**src/core/ecr_pkg.sv**
```systemverilog
// Purpose: Shared constants and carriers for the extended configuration register bank
// Assumes: 32-bit AXI4-Lite register access, 12-bit byte address
// Notes:   Offsets are byte addresses of aligned words
package ecr_pkg;

  localparam int          ADDR_W          = 12;
  localparam int          DATA_W          = 32;

  // Register byte offsets
  localparam logic [11:0] OFS_LOG0        = 12'h13c;
  localparam logic [11:0] OFS_LOG1        = 12'h140;
  localparam logic [11:0] OFS_LOG2        = 12'h144;
  localparam logic [11:0] OFS_LOG3        = 12'h148;
  localparam logic [11:0] OFS_VC_HDR      = 12'h150;
  localparam logic [11:0] OFS_PORT_CAP1   = 12'h154;
  localparam logic [11:0] OFS_PORT_CAP2   = 12'h158;
  localparam logic [11:0] OFS_PORT_CTLSTS = 12'h15c;
  localparam logic [11:0] OFS_VC0_CAP     = 12'h160;
  localparam logic [11:0] OFS_VC0_CTL     = 12'h164;
  localparam logic [11:0] OFS_VC0_STS     = 12'h168;
  localparam logic [11:0] OFS_EXT_PIN     = 12'h300;
  localparam logic [11:0] OFS_EXTRA_PIN   = 12'h304;

  // Virtual-channel header fields
  localparam logic [15:0] VC_CAP_ID       = 16'h0002;
  localparam logic [3:0]  VC_CAP_VER      = 4'h1;
  localparam logic [11:0] VC_NEXT_PTR     = 12'h000;
  localparam logic [31:0] VC_HDR_WORD     = {VC_NEXT_PTR, VC_CAP_VER, VC_CAP_ID};
  localparam logic [31:0] PORT_CAP1_RST   = 32'h0000_0000;
  localparam logic [31:0] PORT_CAP2_RST   = 32'h0000_0000;
  localparam logic [31:0] PORT_CTLSTS_RST = 32'h0000_0000;
  localparam logic [31:0] VC0_CAP_RST     = 32'h0000_0000;
  localparam logic [31:0] VC0_STS_RST     = 32'h0000_0000;

  // Resource control: bit 0 and bit 31 fixed at one, bits 7:1 writable
  localparam logic [6:0]  TCVC_MAP_RST    = 7'h7f;
  localparam int          TCVC_LSB        = 1;
  localparam int          VC_EN_BIT       = 31;

  // Extended pin register field positions
  localparam int          EXT_CLR_LSB     = 0;
  localparam int          EXT_SET_LSB     = 3;
  localparam int          EXT_OECLR_LSB   = 6;
  localparam int          EXT_OESET_LSB   = 9;
  localparam int          EXT_IN_LSB      = 12;
  // Extra pin register field positions
  localparam int          GPO_CLR_LSB     = 0;
  localparam int          GPO_SET_LSB     = 4;
  localparam int          GPO_OECLR_LSB   = 8;
  localparam int          GPO_OESET_LSB   = 12;
  localparam int          GPI_IN_LSB      = 16;

  localparam logic [2:0]  EXT_RST         = 3'h0;
  localparam logic [3:0]  GPO_RST         = 4'h0;
  localparam logic [127:0] LOG_RST        = 128'h0;

  localparam logic [1:0]  RESP_OKAY       = 2'h0;
  localparam logic [1:0]  RESP_SLVERR     = 2'h2;

  // One secondary-bus transaction as seen by the error detector
  typedef struct packed {
    logic        dac;
    logic [3:0]  attr_cbe;
    logic [31:0] attr_ad;
    logic [3:0]  cmd_lo;
    logic [3:0]  cmd_hi;
    logic [31:0] addr_lo;
    logic [31:0] addr_hi;
  } ecr_capture_t;

  // Pin drive state
  typedef struct packed {
    logic [2:0] ext_out;
    logic [2:0] ext_oe;
    logic [3:0] gpo_out;
    logic [3:0] gpo_oe;
  } ecr_pins_t;

endpackage

```
**src/core/ecr_regs.sv**
```systemverilog
// Purpose: Extended configuration register bank: transaction log, VC structure, pin registers
// Assumes: AXI4-Lite slave, one write and one read outstanding, synchronous inputs
// Notes:   Log is sticky and cleared only by the power-on reset
// How it works
// RQ1 - On capture, log bits 35:0 take the attribute-phase byte enables and address/data lines.
// RQ2 - On capture, log bits 39:36 take the byte enables of the first address phase.
// RQ3 - On capture of a dual-address transaction, log bits 43:40 take the second-phase byte enables.
// RQ4 - On capture, log bits 95:64 take the first-phase address.
// RQ5 - On capture of a dual-address transaction, log bits 127:96 take the second-phase address.
// RQ6 - The VC header reads id 0002h, version 1h and a zero next pointer.
// RQ7 - Ones written to extended bits 2:0 drive the matching output values of pins 6 to 4 low.
// RQ8 - Ones written to extended bits 5:3 drive the matching output values high.
// RQ9 - Ones written to extended bits 8:6 clear the matching output enables.
// RQ10 - Ones written to extended bits 11:9 set the matching output enables.
// RQ11 - Ones written to extra bits 3:0 clear the matching extra outputs.
// RQ12 - Ones written to extra bits 7:4 set the matching extra outputs.
// RQ13 - Ones written to extra bits 11:8 clear the matching extra output enables.
// RQ14 - Ones written to extra bits 15:12 set the matching extra output enables.
// RQ15 - Extra bits 19:16 and extended bits 14:12 read the sampled input pin levels.
// RQ16 - Set and clear fields read the current state, and a pin drives only while enabled.
// RQ17 - The log loads only on a captured error, survives normal reset and clears on power-on reset.
//
// The AXI4-Lite slave port was left to the implementer.
`timescale 1ns/100ps
`default_nettype none
module ecr_regs (
  input  wire logic                  aclk,
  input  wire logic                  aresetn,
  input  wire logic                  por_n,
  input  wire logic [11:0]           s_axi_awaddr,
  input  wire logic                  s_axi_awvalid,
  output logic                       s_axi_awready,
  input  wire logic [31:0]           s_axi_wdata,
  input  wire logic [3:0]            s_axi_wstrb,
  input  wire logic                  s_axi_wvalid,
  output logic                       s_axi_wready,
  output logic [1:0]                 s_axi_bresp,
  output logic                       s_axi_bvalid,
  input  wire logic                  s_axi_bready,
  input  wire logic [11:0]           s_axi_araddr,
  input  wire logic                  s_axi_arvalid,
  output logic                       s_axi_arready,
  output logic [31:0]                s_axi_rdata,
  output logic [1:0]                 s_axi_rresp,
  output logic                       s_axi_rvalid,
  input  wire logic                  s_axi_rready,
  input  wire logic                  err_capture,
  input  wire ecr_pkg::ecr_capture_t err_txn,
  input  wire logic [2:0]            ext_pin_in,
  input  wire logic [3:0]            gpi_in,
  output ecr_pkg::ecr_pins_t         pins
);
  import ecr_pkg::*;

  // Byte strobes widened to a bit mask
  function automatic logic [31:0] strb_mask(input logic [3:0] strb);
    strb_mask = {{8{strb[3]}}, {8{strb[2]}}, {8{strb[1]}}, {8{strb[0]}}};
  endfunction

  function automatic logic is_mapped(input logic [11:0] a);
    logic [11:0] w;
    w = {a[11:2], 2'b00};
    is_mapped = (w == OFS_LOG0) || (w == OFS_LOG1) || (w == OFS_LOG2) || (w == OFS_LOG3) ||
                (w == OFS_VC_HDR) || (w == OFS_PORT_CAP1) || (w == OFS_PORT_CAP2) ||
                (w == OFS_PORT_CTLSTS) || (w == OFS_VC0_CAP) || (w == OFS_VC0_CTL) ||
                (w == OFS_VC0_STS) || (w == OFS_EXT_PIN) || (w == OFS_EXTRA_PIN);
  endfunction

  logic [11:0]  aw_addr_reg;
  logic         aw_held_reg;
  logic [31:0]  w_data_reg;
  logic [3:0]   w_strb_reg;
  logic         w_held_reg;
  logic         bvalid_reg;
  logic [1:0]   bresp_reg;
  logic         rvalid_reg;
  logic [31:0]  rdata_reg;
  logic [1:0]   rresp_reg;
  logic [127:0] log_reg;
  logic [127:0] log_next;
  logic [6:0]   tcvc_reg;
  logic [6:0]   tcvc_next;
  logic [2:0]   ext_out_reg;
  logic [2:0]   ext_out_next;
  logic [2:0]   ext_oe_reg;
  logic [2:0]   ext_oe_next;
  logic [3:0]   gpo_reg;
  logic [3:0]   gpo_next;
  logic [3:0]   gpo_oe_reg;
  logic [3:0]   gpo_oe_next;
  logic [2:0]   ext_smp_reg;
  logic [3:0]   gpi_smp_reg;

  // Write path decode
  wire          wr_do     = aw_held_reg && w_held_reg && !bvalid_reg;
  wire [11:0]   wr_word   = {aw_addr_reg[11:2], 2'b00};
  wire [31:0]   wr_mask   = strb_mask(w_strb_reg);
  wire [31:0]   wr_bits   = w_data_reg & wr_mask;
  wire          wr_ext    = wr_do && (wr_word == OFS_EXT_PIN);
  wire          wr_extra  = wr_do && (wr_word == OFS_EXTRA_PIN);
  wire          wr_vc0    = wr_do && (wr_word == OFS_VC0_CTL);
  wire          rd_take   = s_axi_arvalid && s_axi_arready;
  wire [11:0]   rd_word   = {s_axi_araddr[11:2], 2'b00};

  assign s_axi_awready = !aw_held_reg && !bvalid_reg;
  assign s_axi_wready  = !w_held_reg && !bvalid_reg;
  assign s_axi_arready = !rvalid_reg;
  assign s_axi_bvalid  = bvalid_reg;
  assign s_axi_bresp   = bresp_reg;
  assign s_axi_rvalid  = rvalid_reg;
  assign s_axi_rdata   = rdata_reg;
  assign s_axi_rresp   = rresp_reg;

  // Set wins when one write both sets and clears a bit
  assign ext_out_next = wr_ext ? ((ext_out_reg & ~wr_bits[EXT_CLR_LSB +: 3])              // RQ7
                                  | wr_bits[EXT_SET_LSB +: 3]) : ext_out_reg;               // RQ8
  assign ext_oe_next  = wr_ext ? ((ext_oe_reg & ~wr_bits[EXT_OECLR_LSB +: 3])             // RQ9
                                  | wr_bits[EXT_OESET_LSB +: 3]) : ext_oe_reg;              // RQ10
  assign gpo_next     = wr_extra ? ((gpo_reg & ~wr_bits[GPO_CLR_LSB +: 4])                // RQ11
                                    | wr_bits[GPO_SET_LSB +: 4]) : gpo_reg;                 // RQ12
  assign gpo_oe_next  = wr_extra ? ((gpo_oe_reg & ~wr_bits[GPO_OECLR_LSB +: 4])           // RQ13
                                    | wr_bits[GPO_OESET_LSB +: 4]) : gpo_oe_reg;            // RQ14
  // Byte lanes left out of the strobe keep the old map bits
  assign tcvc_next    = wr_vc0 ? ((tcvc_reg & ~wr_mask[TCVC_LSB +: 7])
                                  | wr_bits[TCVC_LSB +: 7]) : tcvc_reg;

  // Second-phase fields hold zero for single-address transactions
  assign log_next = err_capture ? {                                                         // RQ17
                      (err_txn.dac ? err_txn.addr_hi : 32'h0000_0000),                      // RQ5
                      err_txn.addr_lo,                                                      // RQ4
                      20'h0_0000,
                      (err_txn.dac ? err_txn.cmd_hi : 4'h0),                                // RQ3
                      err_txn.cmd_lo,                                                       // RQ2
                      err_txn.attr_cbe, err_txn.attr_ad}                                    // RQ1
                    : log_reg;

  // Read data selection
  wire [31:0] ext_word   = {17'h0_0000, ext_smp_reg, ext_oe_reg, ext_oe_reg,               // RQ15
                            ext_out_reg, ext_out_reg};                                      // RQ16
  wire [31:0] extra_word = {12'h000, gpi_smp_reg, gpo_oe_reg, gpo_oe_reg, gpo_reg, gpo_reg}; // RQ16
  wire [31:0] vc0_word   = {1'b1, 23'h00_0000, tcvc_reg, 1'b1};
  wire [31:0] rd_sel     =
    (rd_word == OFS_LOG0)        ? log_reg[31:0]   :
    (rd_word == OFS_LOG1)        ? log_reg[63:32]  :
    (rd_word == OFS_LOG2)        ? log_reg[95:64]  :
    (rd_word == OFS_LOG3)        ? log_reg[127:96] :
    (rd_word == OFS_VC_HDR)      ? VC_HDR_WORD     :                                        // RQ6
    (rd_word == OFS_PORT_CAP1)   ? PORT_CAP1_RST   :
    (rd_word == OFS_PORT_CAP2)   ? PORT_CAP2_RST   :
    (rd_word == OFS_PORT_CTLSTS) ? PORT_CTLSTS_RST :
    (rd_word == OFS_VC0_CAP)     ? VC0_CAP_RST     :
    (rd_word == OFS_VC0_CTL)     ? vc0_word        :
    (rd_word == OFS_VC0_STS)     ? VC0_STS_RST     :
    (rd_word == OFS_EXT_PIN)     ? ext_word        :
    (rd_word == OFS_EXTRA_PIN)   ? extra_word      : 32'h0000_0000;

  // Pins drive only while enabled; value and enable both from flops
  assign pins = '{ext_out: ext_out_reg, ext_oe: ext_oe_reg,                                 // RQ16
                  gpo_out: gpo_reg, gpo_oe: gpo_oe_reg};

  // Write channel capture
  always_ff @(posedge aclk) begin
    if (!aresetn) begin
      aw_held_reg <= 1'b0;
      aw_addr_reg <= 12'h000;
      w_held_reg  <= 1'b0;
      w_data_reg  <= 32'h0000_0000;
      w_strb_reg  <= 4'h0;
    end else begin
      if (s_axi_awvalid && s_axi_awready) begin
        aw_held_reg <= 1'b1;
        aw_addr_reg <= s_axi_awaddr;
      end else if (wr_do) begin
        aw_held_reg <= 1'b0;
      end
      if (s_axi_wvalid && s_axi_wready) begin
        w_held_reg <= 1'b1;
        w_data_reg <= s_axi_wdata;
        w_strb_reg <= s_axi_wstrb;
      end else if (wr_do) begin
        w_held_reg <= 1'b0;
      end
    end
  end

  // Write response and read answer
  always_ff @(posedge aclk) begin
    if (!aresetn) begin
      bvalid_reg <= 1'b0;
      bresp_reg  <= RESP_OKAY;
      rvalid_reg <= 1'b0;
      rdata_reg  <= 32'h0000_0000;
      rresp_reg  <= RESP_OKAY;
    end else begin
      if (wr_do) begin
        bvalid_reg <= 1'b1;
        bresp_reg  <= is_mapped(aw_addr_reg) ? RESP_OKAY : RESP_SLVERR;
      end else if (s_axi_bready) begin
        bvalid_reg <= 1'b0;
      end
      if (rd_take) begin
        rvalid_reg <= 1'b1;
        rdata_reg  <= rd_sel;
        rresp_reg  <= is_mapped(s_axi_araddr) ? RESP_OKAY : RESP_SLVERR;
      end else if (s_axi_rready) begin
        rvalid_reg <= 1'b0;
      end
    end
  end

  // Pin state and input sampling
  always_ff @(posedge aclk) begin
    if (!aresetn) begin
      ext_out_reg <= EXT_RST;
      ext_oe_reg  <= EXT_RST;
      gpo_reg     <= GPO_RST;
      gpo_oe_reg  <= GPO_RST;
      tcvc_reg    <= TCVC_MAP_RST;
      ext_smp_reg <= EXT_RST;
      gpi_smp_reg <= GPO_RST;
    end else begin
      ext_out_reg <= ext_out_next;
      ext_oe_reg  <= ext_oe_next;
      gpo_reg     <= gpo_next;
      gpo_oe_reg  <= gpo_oe_next;
      tcvc_reg    <= tcvc_next;
      ext_smp_reg <= ext_pin_in;                                                            // RQ15
      gpi_smp_reg <= gpi_in;                                                                // RQ15
    end
  end

  // Sticky log: ordinary reset leaves it alone so software can read it after recovery
  always_ff @(posedge aclk) begin
    if (!por_n) begin
      log_reg <= LOG_RST;                                                                   // RQ17
    end else begin
      log_reg <= log_next;
    end
  end

  chk_log_attr_low: assert property (@(posedge aclk) disable iff (!por_n) // RQ1
    err_capture |=> log_reg[35:0] == {$past(err_txn.attr_cbe), $past(err_txn.attr_ad)})
    else $error("Log attribute field wrong after capture");

  chk_log_cmd_lo: assert property (@(posedge aclk) disable iff (!por_n) // RQ2
    err_capture |=> log_reg[39:36] == $past(err_txn.cmd_lo))
    else $error("Log first command field wrong");

  chk_log_cmd_hi: assert property (@(posedge aclk) disable iff (!por_n) // RQ3
    (err_capture && err_txn.dac) |=> log_reg[43:40] == $past(err_txn.cmd_hi))
    else $error("Log second command field wrong");

  chk_log_addr_lo: assert property (@(posedge aclk) disable iff (!por_n) // RQ4
    err_capture |=> log_reg[95:64] == $past(err_txn.addr_lo))
    else $error("Log first address wrong");

  chk_log_addr_hi: assert property (@(posedge aclk) disable iff (!por_n) // RQ5
    (err_capture && err_txn.dac) |=> log_reg[127:96] == $past(err_txn.addr_hi))
    else $error("Log upper address wrong");

  chk_vc_header_read: assert property (@(posedge aclk) disable iff (!aresetn) // RQ6
    (rd_take && rd_word == OFS_VC_HDR) |=> s_axi_rvalid && s_axi_rdata == 32'h0001_0002)
    else $error("VC header read value wrong");

  chk_ext_out_clear: assert property (@(posedge aclk) disable iff (!aresetn) // RQ7
    (wr_ext && wr_bits[0] && !wr_bits[3]) |=> !pins.ext_out[0])
    else $error("Extended pin not cleared");

  chk_ext_out_set: assert property (@(posedge aclk) disable iff (!aresetn) // RQ8
    (wr_ext && wr_bits[5]) |=> pins.ext_out[2])
    else $error("Extended pin not set");

  chk_ext_oe_ctl: assert property (@(posedge aclk) disable iff (!aresetn) // RQ9
    (wr_ext && wr_bits[7] && !wr_bits[10]) |=> !pins.ext_oe[1])
    else $error("Extended enable not cleared");

  chk_ext_oe_set: assert property (@(posedge aclk) disable iff (!aresetn) // RQ10
    (wr_ext && wr_bits[11]) |=> pins.ext_oe[2])
    else $error("Extended enable not set");

  chk_gpo_clear: assert property (@(posedge aclk) disable iff (!aresetn) // RQ11
    (wr_extra && wr_bits[3] && !wr_bits[7]) |=> !pins.gpo_out[3])
    else $error("Extra output not cleared");

  chk_gpo_set: assert property (@(posedge aclk) disable iff (!aresetn) // RQ12
    (wr_extra && wr_bits[4]) |=> pins.gpo_out[0])
    else $error("Extra output not set");

  chk_gpo_oe_clear: assert property (@(posedge aclk) disable iff (!aresetn) // RQ13
    (wr_extra && wr_bits[9] && !wr_bits[13]) |=> !pins.gpo_oe[1])
    else $error("Extra enable not cleared");

  chk_gpo_oe_set: assert property (@(posedge aclk) disable iff (!aresetn) // RQ14
    (wr_extra && wr_bits[14]) |=> pins.gpo_oe[2])
    else $error("Extra enable not set");

  chk_gpi_readback: assert property (@(posedge aclk) disable iff (!aresetn) // RQ15
    (rd_take && rd_word == OFS_EXTRA_PIN) |=> s_axi_rdata[19:16] == $past(gpi_smp_reg))
    else $error("Extra input readback wrong");

  chk_pins_hold: assert property (@(posedge aclk) disable iff (!aresetn) // RQ16
    (!wr_do) |=> $stable(pins))
    else $error("Pin state changed without a write");

  chk_log_sticky: assert property (@(posedge aclk) disable iff (!por_n) // RQ17
    (!err_capture) |=> $stable(log_reg))
    else $error("Log changed without a capture");

endmodule
`default_nettype wire

```
**config.mk**
```make
export PLATFORM = sky130hd
export DESIGN_NAME = ecr_regs
export DESIGN_NICKNAME = d
export VERILOG_FILES = /design/src/core/ecr_pkg.sv /design/src/core/ecr_regs.sv
export SDC_FILE = /design/constraint.sdc
export NUM_CORES = 1
export LEC_CHECK = 0
export BUFFER_PORTS_ARGS = -buffer_cell sky130_fd_sc_hd__buf_4
export CAP_MARGIN = 0
export CORE_MARGIN = 1.5
export CORE_UTILIZATION = 53
export DETAILED_ROUTE_END_ITERATION = 12
export GPL_TIMING_DRIVEN = 0
export HOLD_SLACK_MARGIN = 0.02
export MAX_ROUTING_LAYER = met4
export PLACE_DENSITY = 0.88
export SLEW_MARGIN = 5
export SYNTH_ARGS = -nofsm -noshare
export SYNTH_HDL_FRONTEND = slang
export SYNTH_SLANG_ARGS = --single-unit
```
**constraint.sdc**
```tcl
create_clock -name aclk -period 2.3 [get_ports aclk]
set_clock_uncertainty 0.1 [all_clocks]
set_input_delay 0.46 -clock aclk [delete_from_list [all_inputs] [get_ports aclk]]
set_output_delay 0.46 -clock aclk [all_outputs]
set_load 0.01 [all_outputs]
```
==> results of run 1 <==
## per-layer routing
metal | GRT usage (%) | up-vias | wire (microns) | part of all wire, %
met5 | - | - | 0 | 0
met4 | 8.73 | 0 | 620 | 2.2
met3 | 7.28 | 50 | 2420 | 8.7
met2 | 54.0 | 381 | 13500 | 48
met1 | 38.3 | 3935 | 11400 | 41
li1 | - | 3889 | - | -
## path summary, 6_finish.rpt
kind | cells past startpoint | end | slack (ns) | from
hold reg to reg | 2 | s_axi_rdata[10] | 0.37 | s_axi_rdata[10]
setup reg to reg | 5 | flip-flop | 0.15 | aw_addr_reg[11]
setup / recovery | 7 | s_axi_rdata[6] | 0.14 | s_axi_araddr[7]
hold / removal | 2 | ext_smp_reg[0] | 0.07 | ext_pin_in[0]
## cell usage after synthesis (4+ instances only)
library cell,instances
nand3_1,5
o2bb2ai_1,6
a21boi_0,36
a31o_2,8
o22ai_1,6
nand2_1,100
a21oi_1,94
and2_1,15
nor2b_1,147
a222oi_1,11
clkbuf_1,53
o211ai_1,9
a22o_1,6
nor2_1,17
mux2i_1,92
nor3b_1,4
a22oi_1,4
o21ai_0,47
inv_1,11
buf_1,5
dfxtp_1,202
a31oi_1,8
buf_2,9
## through the flow
stage / cells / hold WS, ns
5_1_grt: 1438 / 0.0632
6_report: 1438 / 0.0687
2_1_floorplan: 971 / 0.333
4_1_cts: 1438 / 0.0587
3_3_place_gp: 1403 / 0.352
3_5_place_dp: 1403 / 0.361
## area by class of cell
type	count	area (sq um)	share of cell area [%]
Clock buffer	27	568	4.94
Inverter	11	41.3	0.359
Timing Repair Buffer	212	1590	13.8
Sequential cell	202	4040	35.2
Multi-Input combinational cell	686	4550	39.6
Tap cell	220	275	2.39
Clock inverter	8	121	1.06
Buffer	72	308	2.68
## power breakdown
group          internal [uW]  leakage, uW  switching, uW  total [uW]
sequential              3680      0.00166            119        3800
combinational            475      0.00267            491         966
clock                   2080     0.000337           1370        3450
total                   6230      0.00467           1980        8220
## cells by family after synthesis
kind of cell	synth area share [%]
buf+inv	3.91
simple gates	20.6
flops	45.3
other cells	0.0420
xor+xnor	0.0982
compound gates	19.4
mux	10.6
## what timing repair did
action                                  4_1_cts  5_1_grt
buffers inserted                              0        0
hold buffers                                  0        0
pin swaps                                     0        1
endpoints found under the setup margin       20        4
resized for setup                             1        2
==> flow_summary.yaml, run 1 <==
clock_network:
  htree_levels: 1
  clk_pin_slew_ns: 0.06
  clockBufferDepth: 3
  cts_buffers: 21
  root_buffer: "clkbuf_16"
  clk_latency_ns: 0.50
  cts_tree: "built"
  clock_sinks: 202
floorplanning:
  rows: 47
  fp.dieW_microns: 133
  die-area_sq_um: 17600
  die_h_microns: 133
  coreArea_sq_um: 16500
  start_util_pct: 54.0
  ios: 240
critical_path:
  crit_required_ns: 2.61
  slowest_delay_ns: 0.58
  crit_slowest_cell: "or4b_4"
  crit_buf_inv: 2
  endpoint_kind: "flip-flop"
  crit_chain: "buf_4, or4b_4, buf_6, nor3_2, a22o_1, o221ai_1, a31oi_1"
  start_kind: "input pin"
  cpLargestDelayFamily: "simple AND/OR/NAND/NOR gates"
  critical_path_class: "in2reg"
  cp.arrival_ns: 2.47
  crit_fanout: 10
logic_synthesis:
  synth_edf_count: 0
  synth_seq_cells: 202
  synth_cell_types: 70
  synth-seq-area-share_pct: 45.3
  synth.top_cell.area_share_pct: 45.3
  yosysWarnings: 0
  synth_top_area_cell: "dfxtp_1"
  synth.area.top_cells: "dfxtp_1, mux2i_1, nor2b_1"
  avgSynthCellArea_sq_um: 9.20
  async_flop_share_pct: 0
  synthFlopType: "dfxtp_1"
  synth_area_sq_um: 8920
  synth_cells: 970
place:
  dp_hpwl_mm: 20.8
  port_buffers: 212
  dp_slack_ns: -0.367
  placed_cell_area_sq_um: 10800
  gp_congestion: 0.962
final_layout:
  final_common_cell: "buf_4"
  area_delta_synth_final_pct: 28.9
  nets: 1391
  largest_reg_flops: 108
  fin_util_pct: 69.6
  diodes: 0
  final_cell_mix: "buf_4, dfxtp_1, nor2b_1"
  fill_cells: 1275
  layout-drive-gt1-share_pct: 23.9
  fin_area_sq_um: 11500
drt:
  first_pass_iters: 8
  viasPerCell: 5.74
  wl_per_cell_microns: 19.4
  antenna_left: 0
  vias: 8255
  drc: 0
  wl_mm: 27.9
  drt_iter0_drc: 609
timing:
  finalSetupTns_ns: 0
  finalSetupViolations: 0
  max_freq_mhz: 464
  min_period_ns: 2.16
  max-slew-margin-rel_pct: 42.1
  rsz0062_at_grt: "no"
  tightest_slew_ns: 0.869
  worst_slack_ns: 0.144
  post-route-period-util_pct: 93.7
  final_max_slew_viol_count: 0
  hold_viol_final: 0
job:
  cap_violations: 0
power_and_ir_drop:
  leakagePower_uw: 0.00467
  pwr_density_cell_nw_per_um2: 714
  ir_drop_uv: 522
  p_total_uw: 8220
grt:
  grt_start_max_net_pins: 15
  grt_pass1_wl_mm: 43.2
  first_global_vias: 8186
  grt-ovfl-total: 0
  antenna_found_initial: 0
  grtUsageTotal_pct: 31.9
outcome:
  status: "finished, final reports clean"
min_path:
  hold_path_class: "in2reg"
Note: power is estimated with default switching activity, not from simulation.
==> run 2, diff against run 1 <==
--- a/config.mk
+++ b/config.mk
@@ -5,15 +5,16 @@
 export SDC_FILE = /design/constraint.sdc
 export NUM_CORES = 1
 export LEC_CHECK = 0
-export BUFFER_PORTS_ARGS = -buffer_cell sky130_fd_sc_hd__buf_4
 export CAP_MARGIN = 0
 export CORE_MARGIN = 1.5
-export CORE_UTILIZATION = 53
+export CORE_UTILIZATION = 55
 export DETAILED_ROUTE_END_ITERATION = 12
+export DONT_BUFFER_PORTS = 1
 export GPL_TIMING_DRIVEN = 0
 export HOLD_SLACK_MARGIN = 0.02
 export MAX_ROUTING_LAYER = met4
-export PLACE_DENSITY = 0.88
+export PLACE_DENSITY = 0.78
+export SKIP_CTS_REPAIR_TIMING = 1
 export SLEW_MARGIN = 5
 export SYNTH_ARGS = -nofsm -noshare
 export SYNTH_HDL_FRONTEND = slang
==> flow_summary.yaml, run 2 (synthesized netlist as in run 1, its figures left out) <==
outcome:
  status: "finished, final reports clean"
grt:
  antenna_found_initial: 1
  grt-ovfl-total: 0
  first_global_vias: 6858
  grtUsageTotal_pct: 30.6
  grt_pass1_wl_mm: 38.5
  grt_start_max_net_pins: 15
place:
  port_buffers: 0
  dp.cells: 1187
  gp_congestion: 0.945
  dp_hpwl_mm: 19.3
critical_path:
  critical_path_class: "reg2reg"
  start_kind: "flip-flop"
  crit_required_ns: 2.54
  crit_fanout: 7
  cp.arrival_ns: 2.43
  reg2regPathDepth: 5
  regToRegSetupSlack_ns: 0.11
  worst_r2r_startpoint: "aw_addr_reg[11]"
  endpoint_kind: "flip-flop"
clock_network:
  clk_latency_ns: 0.49
  cts_tree: "built"
  clockBufferDepth: 3
  root_buffer: "clkbuf_16"
  clock_sinks: 202
  cts_buffers: 21
  clk_pin_slew_ns: 0.06
  htree_levels: 1
timing:
  final_max_slew_viol_count: 0
  max-slew-margin-rel_pct: 42.4
  tightest_slew_ns: 0.865
  rsz0062_at_grt: "no"
  finalSetupViolations: 0
  hold_viol_final: 0
  post-route-period-util_pct: 95.1
  min_period_ns: 2.19
  max_freq_mhz: 457
final_layout:
  layout-drive-gt1-share_pct: 7.80
  fill_cells: 1386
  final_common_cell: "dfxtp_1"
  area_delta_synth_final_pct: 11.2
  fin_util_pct: 62.5
  largest_reg_flops: 108
  final_cell_mix: "dfxtp_1, nor2b_1, nand2_1"
  final_cells: 1230
  nets: 1187
drt:
  drc: 0
  first_pass_iters: 5
  vias: 7328
  wl_mm: 26.0
  viasPerCell: 5.96
  drt_iter0_drc: 585
  antenna_left: 0
  wl_per_cell_microns: 21.2
min_path:
  min-delay-start: "s_axi_wdata[8]"
  hold_depth: 2
  min_to: "w_data_reg[8]"
  hold_path_class: "in2reg"
floorplanning:
  fp.dieW_microns: 130
  start_util_pct: 56.2
  die_h_microns: 130
  ios: 240
  die-area_sq_um: 17000
  coreArea_sq_um: 15900
  rows: 46
job:
  cap_violations: 0
power_and_ir_drop:
  leakagePower_uw: 0.00364
  p_total_uw: 7630
  p_int_uw: 5770
  switching_share_pct: 24.4
  pwr_density_cell_nw_per_um2: 769
  pwr-share-clk_pct: 41.5
  p_comb_share_pct: 8.4
  p_sw_uw: 1860
  pwr-share-seq_pct: 50.1
  ir_drop_uv: 658
[run 2: routing by layer]
| layer | track usage (%) | share of wire, % | vias up |
|---|---|---|---|
| met1 | 38.0 | 41 | 3460 |
| met4 | 8.53 | 2.9 | 0 |
| li1 | - | - | 3470 |
| met3 | 9.89 | 11 | 57 |
| met5 | - | 0 | - |
| met2 | 48.0 | 45 | 341 |
[run 2: power groups by stage]
| stage | clock network, uW | logic (uW) | registers, uW |
|---|---|---|---|
| after CTS | 3180 | 629 | 3820 |
| final | 3170 | 645 | 3820 |
| after detailed placement | 0 | 625 | 3890 |
| after global routing | 3350 | 711 | 3840 |
| after floorplan | 0 | 483 | 3850 |
| after global placement | 0 | 610 | 3890 |
[run 2: metrics by stage]
| stage | TNS [ns] | hold WS (ns) | setup slack, ns | area [sq um] |
|---|---|---|---|---|
| final | 0 | 0.0152 | 0.112 | 9920 |
| after detailed placement | -5.63 | 0.359 | -0.195 | 9200 |
| after CTS | -1.78 | -0.00541 | -0.130 | 9830 |
| after floorplan | 0 | 0.333 | 0.193 | 8930 |
| after global placement | -5.09 | 0.351 | -0.195 | 9200 |
| after global routing | 0 | 0.0210 | 0.0105 | 9920 |
[run 2: cell type report]
type                            instances  area (sq um)  share of cell area [%]
Multi-Input combinational cell        686          4540                    45.8
Sequential cell                       202          4040                    40.7
Clock buffer                           28           602                    6.06
Buffer                                 72           308                    3.10
Tap cell                              216           270                    2.72
Timing Repair Buffer                    8          80.1                   0.807
Inverter                               11          41.3                   0.416
Clock inverter                          6          32.5                   0.328
Antenna cell                            1          2.50                  0.0252
[run 2: worst max-delay path, cell delays in order, from the launching register on]
cell	delay, ns
dfxtp_1	0.32
nor4b_2	0.45
nand3_1	0.15
nor3_2	0.70
mux2i_1	0.26
nand2_1	0.07
[run 2: worst max path at each step]
stage / endpoint / slack (ns) / from
floorplan: s_axi_rdata[7] / 0.19 / s_axi_araddr[7]
global placement: log_reg[112] / -0.20 / err_capture
detailed placement: log_reg[112] / -0.20 / err_capture
CTS: ext_oe_reg[0] / -0.13 / aw_addr_reg[11]
global route: flip-flop / 0.01 / aw_addr_reg[11]
finish: flip-flop / 0.11 / aw_addr_reg[11]
